--- src/rtl/adc_mon_pkg.sv ---
// Package with constants, register map and types for the low speed adc and battery monitor.
package adc_mon_pkg;

   // ---------------------------------------------------------------
   // Converter structure
   // ---------------------------------------------------------------
   localparam int NUM_CH = 8;
   localparam int NUM_EXT = 6;
   localparam int RES_W = 10;
   localparam logic [2:0] CH_SUPPLY = 3'h6;
   localparam logic [2:0] CH_GROUND = 3'h7;

   // ---------------------------------------------------------------
   // Timing: 1.6 kHz per channel at 1.28 MHz converter clock
   // ---------------------------------------------------------------
   localparam int REF_CLK_KHZ = 1280;
   localparam int CH_RATE_HZ = 1600;
   localparam int CLK_HZ = 125000000;
   // Clocks per full sweep at the reference rate, i.e. per channel slot times eight.
   localparam int SWEEP_REF_CLKS = (REF_CLK_KHZ * 1000) / CH_RATE_HZ;
   localparam int SLOT_REF_CLKS = SWEEP_REF_CLKS / NUM_CH;
   localparam logic [15:0] SLOT_REF_CLKS_16 = 16'(SLOT_REF_CLKS);

   // ---------------------------------------------------------------
   // Register byte offsets
   // ---------------------------------------------------------------
   localparam logic [7:0] OFF_CTRL = 8'h00;
   localparam logic [7:0] OFF_PADSEL = 8'h04;
   localparam logic [7:0] OFF_MODE = 8'h08;
   localparam logic [7:0] OFF_BATT_THR = 8'h0c;
   localparam logic [7:0] OFF_BATT_CNT = 8'h10;
   localparam logic [7:0] OFF_STATUS = 8'h14;
   localparam logic [7:0] OFF_ID = 8'h18;
   localparam logic [7:0] OFF_RESULT0 = 8'h20;
   localparam logic [7:0] OFF_LIMIT0 = 8'h40;

   // ---------------------------------------------------------------
   // Reset values and identity
   // ---------------------------------------------------------------
   localparam logic [31:0] ID_VALUE = 32'h0000_5a17;   // Arbitrary value.
   localparam logic [9:0] BATT_THR_RST = 10'h000;
   localparam logic [5:0] PADSEL_RST = 6'h00;
   localparam logic [1:0] RESP_OKAY = 2'h0;
   localparam logic [1:0] RESP_SLVERR = 2'h2;

   typedef enum logic [1:0] {
      ST_IDLE = 2'b00,
      ST_CONV = 2'b01,
      ST_STORE = 2'b10
   } conv_state_t;

endpackage : adc_mon_pkg

--- src/rtl/low_speed_adc.sv ---
// Low speed adc sequencer, range limiting, battery monitor and AXI4-Lite register slave.
//
// Summary of operation
// - The converter selects one of eight inputs, six external pads plus supply and ground.
// - Channels are sampled in turn, each at 1.6 kHz for a 1.28 MHz converter clock, scaling with it.
// - Each result is a 10-bit two's-complement value.
// - One of eight modes per channel clamps the result between a set minimum and maximum.
// - Each of the six external pads is assigned either to the converter or its other function.
// - The battery counter increments, holding at 16'hffff, whenever the supply reading falls below the threshold.
// - The battery monitor takes its readings from the internal supply channel.
// - The battery counter is readable by the dsp_processor_core.
// - All converter timing derives from the converter clock, not the system clock.
//
// Local design decisions: the AXI4-Lite slave port and the address map.
`timescale 1ns/100ps
module low_speed_adc (
   input wire logic i_clk,
   input wire logic i_rst,
   // AXI4-Lite slave
   input wire logic [7:0] i_awaddr,
   input wire logic i_awvalid,
   output logic o_awready,
   input wire logic [31:0] i_wdata,
   input wire logic [3:0] i_wstrb,
   input wire logic i_wvalid,
   output logic o_wready,
   output logic [1:0] o_bresp,
   output logic o_bvalid,
   input wire logic i_bready,
   input wire logic [7:0] i_araddr,
   input wire logic i_arvalid,
   output logic o_arready,
   output logic [31:0] o_rdata,
   output logic [1:0] o_rresp,
   output logic o_rvalid,
   input wire logic i_rready,
   // Analog front end
   output logic [2:0] o_mux_sel,
   output logic o_conv_start,
   input wire logic i_conv_done,
   input wire logic [adc_mon_pkg::RES_W-1:0] i_conv_data,
   output logic [adc_mon_pkg::NUM_EXT-1:0] o_pad_adc_sel
);
   import adc_mon_pkg::*;

   // ---------------------------------------------------------------
   // Configuration registers
   // ---------------------------------------------------------------
   logic enable_r;
   logic [15:0] slot_div_r;
   logic [5:0] padsel_r;
   logic [23:0] mode_r;
   logic [9:0] batt_thr_r;
   logic [15:0] batt_cnt_r;
   logic [19:0] limit_r [0:NUM_CH-1];
   logic [9:0] result_r [0:NUM_CH-1];
   logic sample_err_r;

   // ---------------------------------------------------------------
   // Sequencer
   // ---------------------------------------------------------------
   conv_state_t state_r;
   logic [15:0] tick_r;
   logic [2:0] ch_r;
   logic [9:0] sample_r;

   // The slot divider runs on i_clk, which is the converter clock itself, so the
   // per-channel rate tracks that clock in proportion.
   wire tick_due = (tick_r == 16'h0000);
   wire [15:0] tick_nxt = tick_due ? (slot_div_r - 16'h0001) : (tick_r - 16'h0001);

   // Mode decode: eight modes per channel select one of eight limit pairs.
   function automatic logic [2:0] mode_of(input logic [23:0] m, input logic [2:0] ch);
      mode_of = m[ch*3 +: 3];
   endfunction : mode_of

   wire [2:0] cur_mode = mode_of(mode_r, ch_r);
   wire signed [9:0] lim_min = limit_r[cur_mode][9:0];
   wire signed [9:0] lim_max = limit_r[cur_mode][19:10];
   wire signed [9:0] raw_s = i_conv_data;
   wire signed [9:0] clamped = (raw_s < lim_min) ? lim_min :
                               (raw_s > lim_max) ? lim_max : raw_s;
   wire supply_low = (ch_r == CH_SUPPLY) && ($signed(clamped) < $signed(batt_thr_r));

   always_ff @(posedge i_clk) begin
      if (i_rst) begin
         state_r <= ST_IDLE;
         tick_r <= 16'h0000;
         ch_r <= 3'h0;
         sample_r <= 10'h000;
      end else begin
         tick_r <= enable_r ? tick_nxt : 16'h0000;
         unique case (state_r)
            ST_IDLE: begin
               if (enable_r && tick_due) begin
                  state_r <= ST_CONV;
               end
            end
            ST_CONV: begin
               if (i_conv_done) begin
                  sample_r <= clamped;
                  state_r <= ST_STORE;
               end
            end
            ST_STORE: begin
               ch_r <= ch_r + 3'h1;
               state_r <= ST_IDLE;
            end
            default: state_r <= ST_IDLE;
         endcase
      end
   end

   assign o_mux_sel = ch_r;
   assign o_conv_start = (state_r == ST_IDLE) && enable_r && tick_due;
   assign o_pad_adc_sel = padsel_r;

   // ---------------------------------------------------------------
   // Result store and battery counter
   // ---------------------------------------------------------------
   wire store_now = (state_r == ST_STORE);
   wire batt_hit = (state_r == ST_CONV) && i_conv_done && supply_low;

   generate
      for (genvar g = 0; g < NUM_CH; g++) begin : g_res
         always_ff @(posedge i_clk) begin
            if (i_rst) begin
               result_r[g] <= 10'h000;
            end else if (store_now && ch_r == 3'(g)) begin
               result_r[g] <= sample_r;
            end
         end
      end
   endgenerate

   // ---------------------------------------------------------------
   // AXI4-Lite write path
   // ---------------------------------------------------------------
   logic aw_held_r;
   logic w_held_r;
   logic [7:0] awaddr_r;
   logic [31:0] wdata_r;
   logic [3:0] wstrb_r;

   assign o_awready = !aw_held_r && !o_bvalid;
   assign o_wready = !w_held_r && !o_bvalid;
   wire aw_take = i_awvalid && o_awready;
   wire w_take = i_wvalid && o_wready;
   wire aw_have = aw_held_r || aw_take;
   wire w_have = w_held_r || w_take;
   wire wr_fire = aw_have && w_have;
   wire [7:0] wa = aw_held_r ? awaddr_r : i_awaddr;
   wire [31:0] wd = w_held_r ? wdata_r : i_wdata;
   wire [3:0] ws = w_held_r ? wstrb_r : i_wstrb;
   wire [31:0] wmask = {{8{ws[3]}}, {8{ws[2]}}, {8{ws[1]}}, {8{ws[0]}}};
   wire wa_limit = (wa >= OFF_LIMIT0) && (wa < OFF_LIMIT0 + 8'h20) && (wa[1:0] == 2'h0);
   wire wa_ok = (wa == OFF_CTRL) || (wa == OFF_PADSEL) || (wa == OFF_MODE) ||
                (wa == OFF_BATT_THR) || (wa == OFF_BATT_CNT) || wa_limit;
   wire [2:0] wa_idx = wa[4:2];

   function automatic logic [31:0] merge(input logic [31:0] old, input logic [31:0] nw,
                                         input logic [31:0] m);
      merge = (old & ~m) | (nw & m);
   endfunction : merge

   wire [31:0] ctrl_old = {15'h0000, slot_div_r, enable_r};
   wire [31:0] ctrl_new = merge(ctrl_old, wd, wmask);
   wire [31:0] pad_new = merge({26'h0, padsel_r}, wd, wmask);
   wire [31:0] mode_new = merge({8'h00, mode_r}, wd, wmask);
   wire [31:0] thr_new = merge({22'h0, batt_thr_r}, wd, wmask);
   wire [31:0] lim_new = merge({12'h000, limit_r[wa_idx]}, wd, wmask);
   wire cnt_clear = wr_fire && (wa == OFF_BATT_CNT);

   always_ff @(posedge i_clk) begin
      if (i_rst) begin
         aw_held_r <= 1'b0;
         w_held_r <= 1'b0;
         awaddr_r <= 8'h00;
         wdata_r <= 32'h0000_0000;
         wstrb_r <= 4'h0;
         o_bvalid <= 1'b0;
         o_bresp <= RESP_OKAY;
      end else begin
         if (aw_take) awaddr_r <= i_awaddr;
         if (w_take) begin
            wdata_r <= i_wdata;
            wstrb_r <= i_wstrb;
         end
         aw_held_r <= aw_have && !wr_fire;
         w_held_r <= w_have && !wr_fire;
         if (wr_fire) begin
            o_bvalid <= 1'b1;
            o_bresp <= wa_ok ? RESP_OKAY : RESP_SLVERR;
         end else if (i_bready) begin
            o_bvalid <= 1'b0;
         end
      end
   end

   always_ff @(posedge i_clk) begin
      if (i_rst) begin
         enable_r <= 1'b0;
         slot_div_r <= SLOT_REF_CLKS_16;
         padsel_r <= PADSEL_RST;
         mode_r <= 24'h000000;
         batt_thr_r <= BATT_THR_RST;
      end else if (wr_fire) begin
         if (wa == OFF_CTRL) begin
            enable_r <= ctrl_new[0];
            slot_div_r <= (ctrl_new[16:1] == 16'h0000) ? 16'h0001 : ctrl_new[16:1];
         end
         if (wa == OFF_PADSEL) padsel_r <= pad_new[5:0];
         if (wa == OFF_MODE) mode_r <= mode_new[23:0];
         if (wa == OFF_BATT_THR) batt_thr_r <= thr_new[9:0];
      end
   end

   // Limit pairs reset to the full native range: min -512, max +511.
   generate
      for (genvar g = 0; g < NUM_CH; g++) begin : g_lim
         always_ff @(posedge i_clk) begin
            if (i_rst) begin
               limit_r[g] <= {10'h1ff, 10'h200};
            end else if (wr_fire && wa_limit && wa_idx == 3'(g)) begin
               limit_r[g] <= lim_new[19:0];
            end
         end
      end
   endgenerate

   // A new low reading in the same cycle as a software clear wins, so no event is lost.
   always_ff @(posedge i_clk) begin
      if (i_rst) begin
         batt_cnt_r <= 16'h0000;
         sample_err_r <= 1'b0;
      end else begin
         if (batt_hit) begin
            batt_cnt_r <= cnt_clear ? 16'h0001 :
                          ((batt_cnt_r == 16'hffff) ? batt_cnt_r : batt_cnt_r + 16'h0001);
         end else if (cnt_clear) begin
            batt_cnt_r <= 16'h0000;
         end
         if (enable_r && tick_due && state_r != ST_IDLE) begin
            sample_err_r <= 1'b1;
         end
      end
   end

   // ---------------------------------------------------------------
   // AXI4-Lite read path
   // ---------------------------------------------------------------
   wire ra_res = (i_araddr >= OFF_RESULT0) && (i_araddr < OFF_RESULT0 + 8'h20) &&
                 (i_araddr[1:0] == 2'h0);
   wire ra_lim = (i_araddr >= OFF_LIMIT0) && (i_araddr < OFF_LIMIT0 + 8'h20) &&
                 (i_araddr[1:0] == 2'h0);
   wire [2:0] ra_idx = i_araddr[4:2];
   wire [31:0] status_word = {27'h0, sample_err_r, ch_r, state_r == ST_CONV};
   wire [31:0] rd_word =
      (i_araddr == OFF_CTRL) ? ctrl_old :
      (i_araddr == OFF_PADSEL) ? {26'h0, padsel_r} :
      (i_araddr == OFF_MODE) ? {8'h00, mode_r} :
      (i_araddr == OFF_BATT_THR) ? {22'h0, batt_thr_r} :
      (i_araddr == OFF_BATT_CNT) ? {16'h0000, batt_cnt_r} :
      (i_araddr == OFF_STATUS) ? status_word :
      (i_araddr == OFF_ID) ? ID_VALUE :
      ra_res ? {{22{result_r[ra_idx][9]}}, result_r[ra_idx]} :
      ra_lim ? {12'h000, limit_r[ra_idx]} : 32'h0000_0000;
   wire rd_ok = (i_araddr == OFF_CTRL) || (i_araddr == OFF_PADSEL) || (i_araddr == OFF_MODE) ||
                (i_araddr == OFF_BATT_THR) || (i_araddr == OFF_BATT_CNT) ||
                (i_araddr == OFF_STATUS) || (i_araddr == OFF_ID) || ra_res || ra_lim;

   assign o_arready = !o_rvalid;
   wire ar_take = i_arvalid && o_arready;

   always_ff @(posedge i_clk) begin
      if (i_rst) begin
         o_rvalid <= 1'b0;
         o_rdata <= 32'h0000_0000;
         o_rresp <= RESP_OKAY;
      end else if (ar_take) begin
         o_rvalid <= 1'b1;
         o_rdata <= rd_word;
         o_rresp <= rd_ok ? RESP_OKAY : RESP_SLVERR;
      end else if (i_rready) begin
         o_rvalid <= 1'b0;
      end
   end

endmodule : low_speed_adc

--- config.mk ---
export PLATFORM = sky130hd
export DESIGN_NAME = low_speed_adc
export DESIGN_NICKNAME = d
export VERILOG_FILES = /design/src/rtl/adc_mon_pkg.sv /design/src/rtl/low_speed_adc.sv
export SDC_FILE = /design/constraint.sdc
export NUM_CORES = 1
export LEC_CHECK = 0
export BUFFER_PORTS_ARGS = -buffer_cell sky130_fd_sc_hd__buf_2
export CAP_MARGIN = 20
export CORE_UTILIZATION = 23
export DETAILED_ROUTE_END_ITERATION = 12
export GPL_TIMING_DRIVEN = 0
export PLACE_DENSITY = 0.44
export RECOVER_POWER = 25
export REMOVE_ABC_BUFFERS = 1
export SLEW_MARGIN = 10
export SYNTH_ARGS = -nofsm -noshare
export SYNTH_HDL_FRONTEND = slang
export SYNTH_SLANG_ARGS = --single-unit
export TNS_END_PERCENT = 10
--- constraint.sdc ---
create_clock -name i_clk -period 7.7 [get_ports i_clk]
set_clock_uncertainty 0.2 [all_clocks]
set_input_delay 1.155 -clock i_clk [delete_from_list [all_inputs] [get_ports i_clk]]
set_output_delay 1.155 -clock i_clk [all_outputs]
set_load 0.1 [all_outputs]
==> Flow_metrics.wiki <==
{| class="wikitable"
! Metric !! Value
|-
| Result of the run || finished with violations
|-
| Failing checks || capacitance limit, slew limit
|-
| Transition at the pin with the smallest max-transition slack || between 3 and 4 ns
|-
| Clock buffer depth || 3
|-
| Leading post-synthesis cells by instance count || sky130_fd_sc_hd__edfxtp_1 (240), sky130_fd_sc_hd__mux2i_1 (228), sky130_fd_sc_hd__nand2_1 (194)
|-
| Die width || between 300 and 400 um
|-
| Area of the mapped netlist || 0.02286 mm^2
|-
| Worst hold start || sample_err_r
|-
| First-pass GRT wire length || between 100000 and 150000 um
|-
| Source-to-sink clock delay at the later pin of the worst-skew pair || between 0.6 and 0.7 ns
|-
| Number of DRC violations after detailed routing || 0
|-
| Synth Register Bits || between 400 and 500
|-
| # IOs || about 120
|-
| Share of the clock period used by the worst path after layout || between 90 and 100%
|-
| Critical Path Source || o_mux_sel[0]
|-
| Proportion of synthesized flip-flops having asynchronous set or reset || 0%
|-
| Port bufs || 109
|-
| Most numerous cell in the Yosys netlist || sky130_fd_sc_hd__edfxtp_1
|-
| Die H || 317.3 um
|-
| Synth warn || 0
|-
| H-tree depth reported by CTS || 2
|-
| Crit Reg-Reg Endpoint || batt_cnt_r[12]
|-
| Average wire per cell in the routed design || 23.88 um
|-
| Proportion of synthesized chip area in sequential cells || a little under half
|-
| CTS Root Cell || sky130_fd_sc_hd__clkbuf_16
|-
| Total Routing Usage GR || about 16%
|-
| Initial standard-cell utilization of the core || 23.23%
|-
| Final number of setup-violating endpoints || 0
|-
| Number of cells traversed by the worst hold path || 2
|-
| Fraction of layout cells with a size suffix above 1 || 17.27%
|-
| DRT Wirelength || 84530 um
|-
| Overall die area || ~0.1 mm^2
|-
| Data arrival, critical path || 7.79 ns
|-
| Average size of a mapped cell || 10.61 um^2
|-
| Final weighted congestion in routability-driven placement || just over 0.8
|-
| Cell type contributing the most total cell area after synthesis || sky130_fd_sc_hd__edfxtp_1
|-
| Clock tree from TritonCTS || yes
|-
| Max IR drop VDD || between 0.0001 and 0.00015 V
|-
| Fmax || ~130 MHz
|-
| Final Hold Vio Count || 0
|-
| Std-Cell Rows || around 120
|-
| Most area-consuming cells after synthesis || sky130_fd_sc_hd__edfxtp_1 (32%), sky130_fd_sc_hd__dfxtp_1 (15%), sky130_fd_sc_hd__mux2i_1 (10%), sky130_fd_sc_hd__mux4_2 (8.1%), sky130_fd_sc_hd__and2_1 (5.2%)
|-
| Placement Cell Area || 0.02528 mm^2
|-
| Final Instance Area || ~0.027 mm^2
|-
| Worst R2R Setup Slack || around 0.25 ns
|-
| RR Startpoint || o_mux_sel[0]
|-
| Initial DRC count || between 1.5k and 2k
|-
| Antenna diode count || 0
|-
| Cell count after synthesis || 2154
|-
| Count of cells along the worst register-to-register path || 24
|-
| Slew headroom || -123.0%
|-
| Overflow left after global routing || 0
|-
| Remaining antenna violation count || 0
|-
| Static power due to leakage || about 9.6 nW
|-
| Share of the synthesized area in the top cell type || 31.53%
|-
| Worst Path Max Fanout || 23
|-
| Post-CTS Hold Fix Bufs || 0
|-
| Setup slack after placement || -2.052 ns
|-
| Hold-critical path endpoint || sample_err_r
|-
| Number of global-route vias before repair || 17.78k
|-
| Class of the most critical hold timing path || reg2reg
|-
| Final Critical Period || between 7 and 8 ns
|-
| Placed wire-length estimate after detailed placement || between 50000 and 60000 um
|-
| CP endpoint kind || flip-flop
|-
| Core Footprint || 0.09842 mm^2
|-
| Clock transition time at the flip-flop clock pins of the worst setup and hold paths || around 0.07 ns
|-
| Clock buffer count from CTS || 47
|-
| Pin count of the biggest net entering global routing || between 100 and 150
|-
| Total count of max-transition violations in the final report || 70
|-
| Power per cell area || about 210 mW/mm^2
|-
| Via count of the routed design || between 15k and 20k
|-
| Worst Setup Path Type || reg2reg
|-
| Kind of start point of the critical path || flip-flop
|-
| Area overhead of the layout relative to synthesis || 18.68%
|-
| Max-capacitance violation count || 1
|-
| Nets || ~2.3k
|-
| Post-route setup slack || around 0.25 ns
|-
| Post-synth EDFFs || 240
|-
| Number of different library cells in the post-synthesis netlist || 63
|-
| Clock tree sinks || 411
|-
| Sum of negative setup slack || 0 ns
|-
| Number of inserted filler cells in the final layout || 10.22k
|-
| Post-detailed-route via-to-cell ratio || just over 5
|-
| Critical Path RT || between 8 and 9 ns
|-
| Dominant register cell in the synthesized netlist || sky130_fd_sc_hd__edfxtp_1
|-
| Initial DRT Pass Iterations || 6
|-
| Initial antenna violation count || 4
|}
==> worst max path at each step <==
stage	to	slack, ns	depth (start not counted)
after floorplan	batt_cnt_r[10]	-2.69	24
after global placement	batt_cnt_r[15]	-6.06	24
after detailed placement	batt_cnt_r[3]	-2.05	24
after CTS	batt_cnt_r[10]	0.05	23
after global routing	batt_cnt_r[8]	-0.02	25
final	batt_cnt_r[12]	0.25	24
==> metal layers <==
layer | wire length [um] | share of wire (%) | GRT usage [%] | vias to the layer above
li1 | - | - | - | 8136
met1 | 36510 | 43 | 21.65 | 8953
met2 | 40210 | 48 | 27.60 | 656
met3 | 5026 | 5.9 | 2.348 | 135
met4 | 2742 | 3.2 | 5.622 | 4
met5 | 30 | 0.035 | 0 | -
==> critical path, cell delays in order, from the launching register on <==
cell	delay, ns
sky130_fd_sc_hd__dfxtp_4	0.57
sky130_fd_sc_hd__mux4_1	0.71
sky130_fd_sc_hd__mux2i_4	0.27
sky130_fd_sc_hd__buf_4	0.23
sky130_fd_sc_hd__buf_4	0.19
sky130_fd_sc_hd__and2_1	0.14
sky130_fd_sc_hd__a211oi_1	0.05
sky130_fd_sc_hd__a311oi_1	0.27
sky130_fd_sc_hd__a31oi_1	0.18
sky130_fd_sc_hd__ha_2	0.56
sky130_fd_sc_hd__nand4_1	0.11
sky130_fd_sc_hd__or2_2	0.29
sky130_fd_sc_hd__o22a_1	0.22
sky130_fd_sc_hd__a21oi_4	0.26
sky130_fd_sc_hd__mux2i_4	0.37
sky130_fd_sc_hd__mux2i_1	0.42
sky130_fd_sc_hd__ha_1	0.33
sky130_fd_sc_hd__a21o_1	0.17
sky130_fd_sc_hd__a21o_1	0.18
sky130_fd_sc_hd__a21oi_1	0.14
sky130_fd_sc_hd__o2111ai_1	0.18
sky130_fd_sc_hd__a221oi_4	0.40
sky130_fd_sc_hd__nand2_4	0.23
sky130_fd_sc_hd__or4_1	0.52
sky130_fd_sc_hd__a21oi_1	0.16
==> repair_timing <==
item                                    in CTS  in global routing
buffers inserted                             7                  0
endpoints found under the setup margin      16                 16
gates cloned                                 1                  0
endpoints found under the hold margin        0                  0
gates resized for setup                     17                 13
==> metrics by stage <==
stage                     std cells  hold slack [ns]  util (%)  power (W)
after floorplan                1994           0.2103         -   0.002857
after global placement         3390           0.2334     24.76   0.003133
after global routing           3540           0.2777     27.57   0.005767
final                          3540           0.2543     27.57   0.005591
after detailed placement       3444           0.2387     25.69   0.003171
after CTS                      3539           0.2504     27.55   0.005641
==> power breakdown <==
group	internal, W	switching (W)	total, W	leakage (nW)
clock	0.00146	0.000999	0.00246	0.836
combinational	0.000220	0.000499	0.000720	5.21
sequential	0.00237	0.0000384	0.00241	3.59
total	0.00405	0.00154	0.00559	9.63
==> area by class of cell <==
class | count | area (um^2) | share of cell area (%)
multi-input cells | 1553 | 11800 | 43.47
flip-flops and latches | 411 | 10640 | 39.20
well taps | 1287 | 1610 | 5.935
clock buffers | 63 | 1373 | 5.059
repair buffers | 171 | 1296 | 4.778
clock inverters | 24 | 301.5 | 1.111
inverters | 31 | 118.9 | 0.4381
==> sequential cells by signal, summed over array words and instances, names as in the netlist, 10 cells and up, named ones only <==
| name | cells |
|---|---|
| limit_r | 160 |
| wdata_r | 24 |
| result_r | 80 |
| batt_cnt_r | 16 |
| tick_r | 16 |
| o_rdata | 25 |
| sample_r | 10 |
| slot_div_r | 16 |
==> placed cells by master (no fill, tap or decap), types with 11 or more instances in the layout <==
cell | synthesis | layout
sky130_fd_sc_hd__edfxtp_1 | 240 | 240
sky130_fd_sc_hd__mux2i_1 | 228 | 215
sky130_fd_sc_hd__nand2_1 | 194 | 192
sky130_fd_sc_hd__dfxtp_1 | 171 | 168
sky130_fd_sc_hd__nor2_1 | 167 | 166
sky130_fd_sc_hd__and2_1 | 189 | 129
sky130_fd_sc_hd__buf_2 | 1 | 107
sky130_fd_sc_hd__a21oi_1 | 99 | 97
sky130_fd_sc_hd__a211oi_1 | 87 | 87
sky130_fd_sc_hd__mux4_2 | 82 | 82
sky130_fd_sc_hd__nand2b_1 | 70 | 70
sky130_fd_sc_hd__and2_0 | 0 | 59
sky130_fd_sc_hd__clkbuf_16 | 0 | 50
sky130_fd_sc_hd__o21ai_0 | 50 | 49
sky130_fd_sc_hd__nor3_1 | 54 | 47
sky130_fd_sc_hd__ha_1 | 36 | 35
sky130_fd_sc_hd__inv_1 | 30 | 30
sky130_fd_sc_hd__buf_4 | 9 | 30
sky130_fd_sc_hd__or3_1 | 28 | 28
sky130_fd_sc_hd__a311oi_1 | 24 | 24
sky130_fd_sc_hd__nand3_1 | 22 | 22
sky130_fd_sc_hd__o22ai_1 | 19 | 19
sky130_fd_sc_hd__nand4_1 | 15 | 15
sky130_fd_sc_hd__a221oi_1 | 14 | 13
sky130_fd_sc_hd__clkbuf_1 | 124 | 13
sky130_fd_sc_hd__o211ai_1 | 12 | 12
sky130_fd_sc_hd__buf_16 | 0 | 12
sky130_fd_sc_hd__mux2i_4 | 0 | 11
sky130_fd_sc_hd__a31oi_1 | 13 | 11
sky130_fd_sc_hd__nor4_1 | 14 | 11
sky130_fd_sc_hd__clkinv_2 | 0 | 11
==> cell families after synthesis <==
family          synth area share [%]
xor+xnor                      0.6130
simple gates                   17.33
buf+inv                        3.371
mux                            18.70
fa+ha+maj                      1.970
other cells                  0.01640
compound gates                 11.49
flops                          46.50
Power figures use the tool's default switching activity.
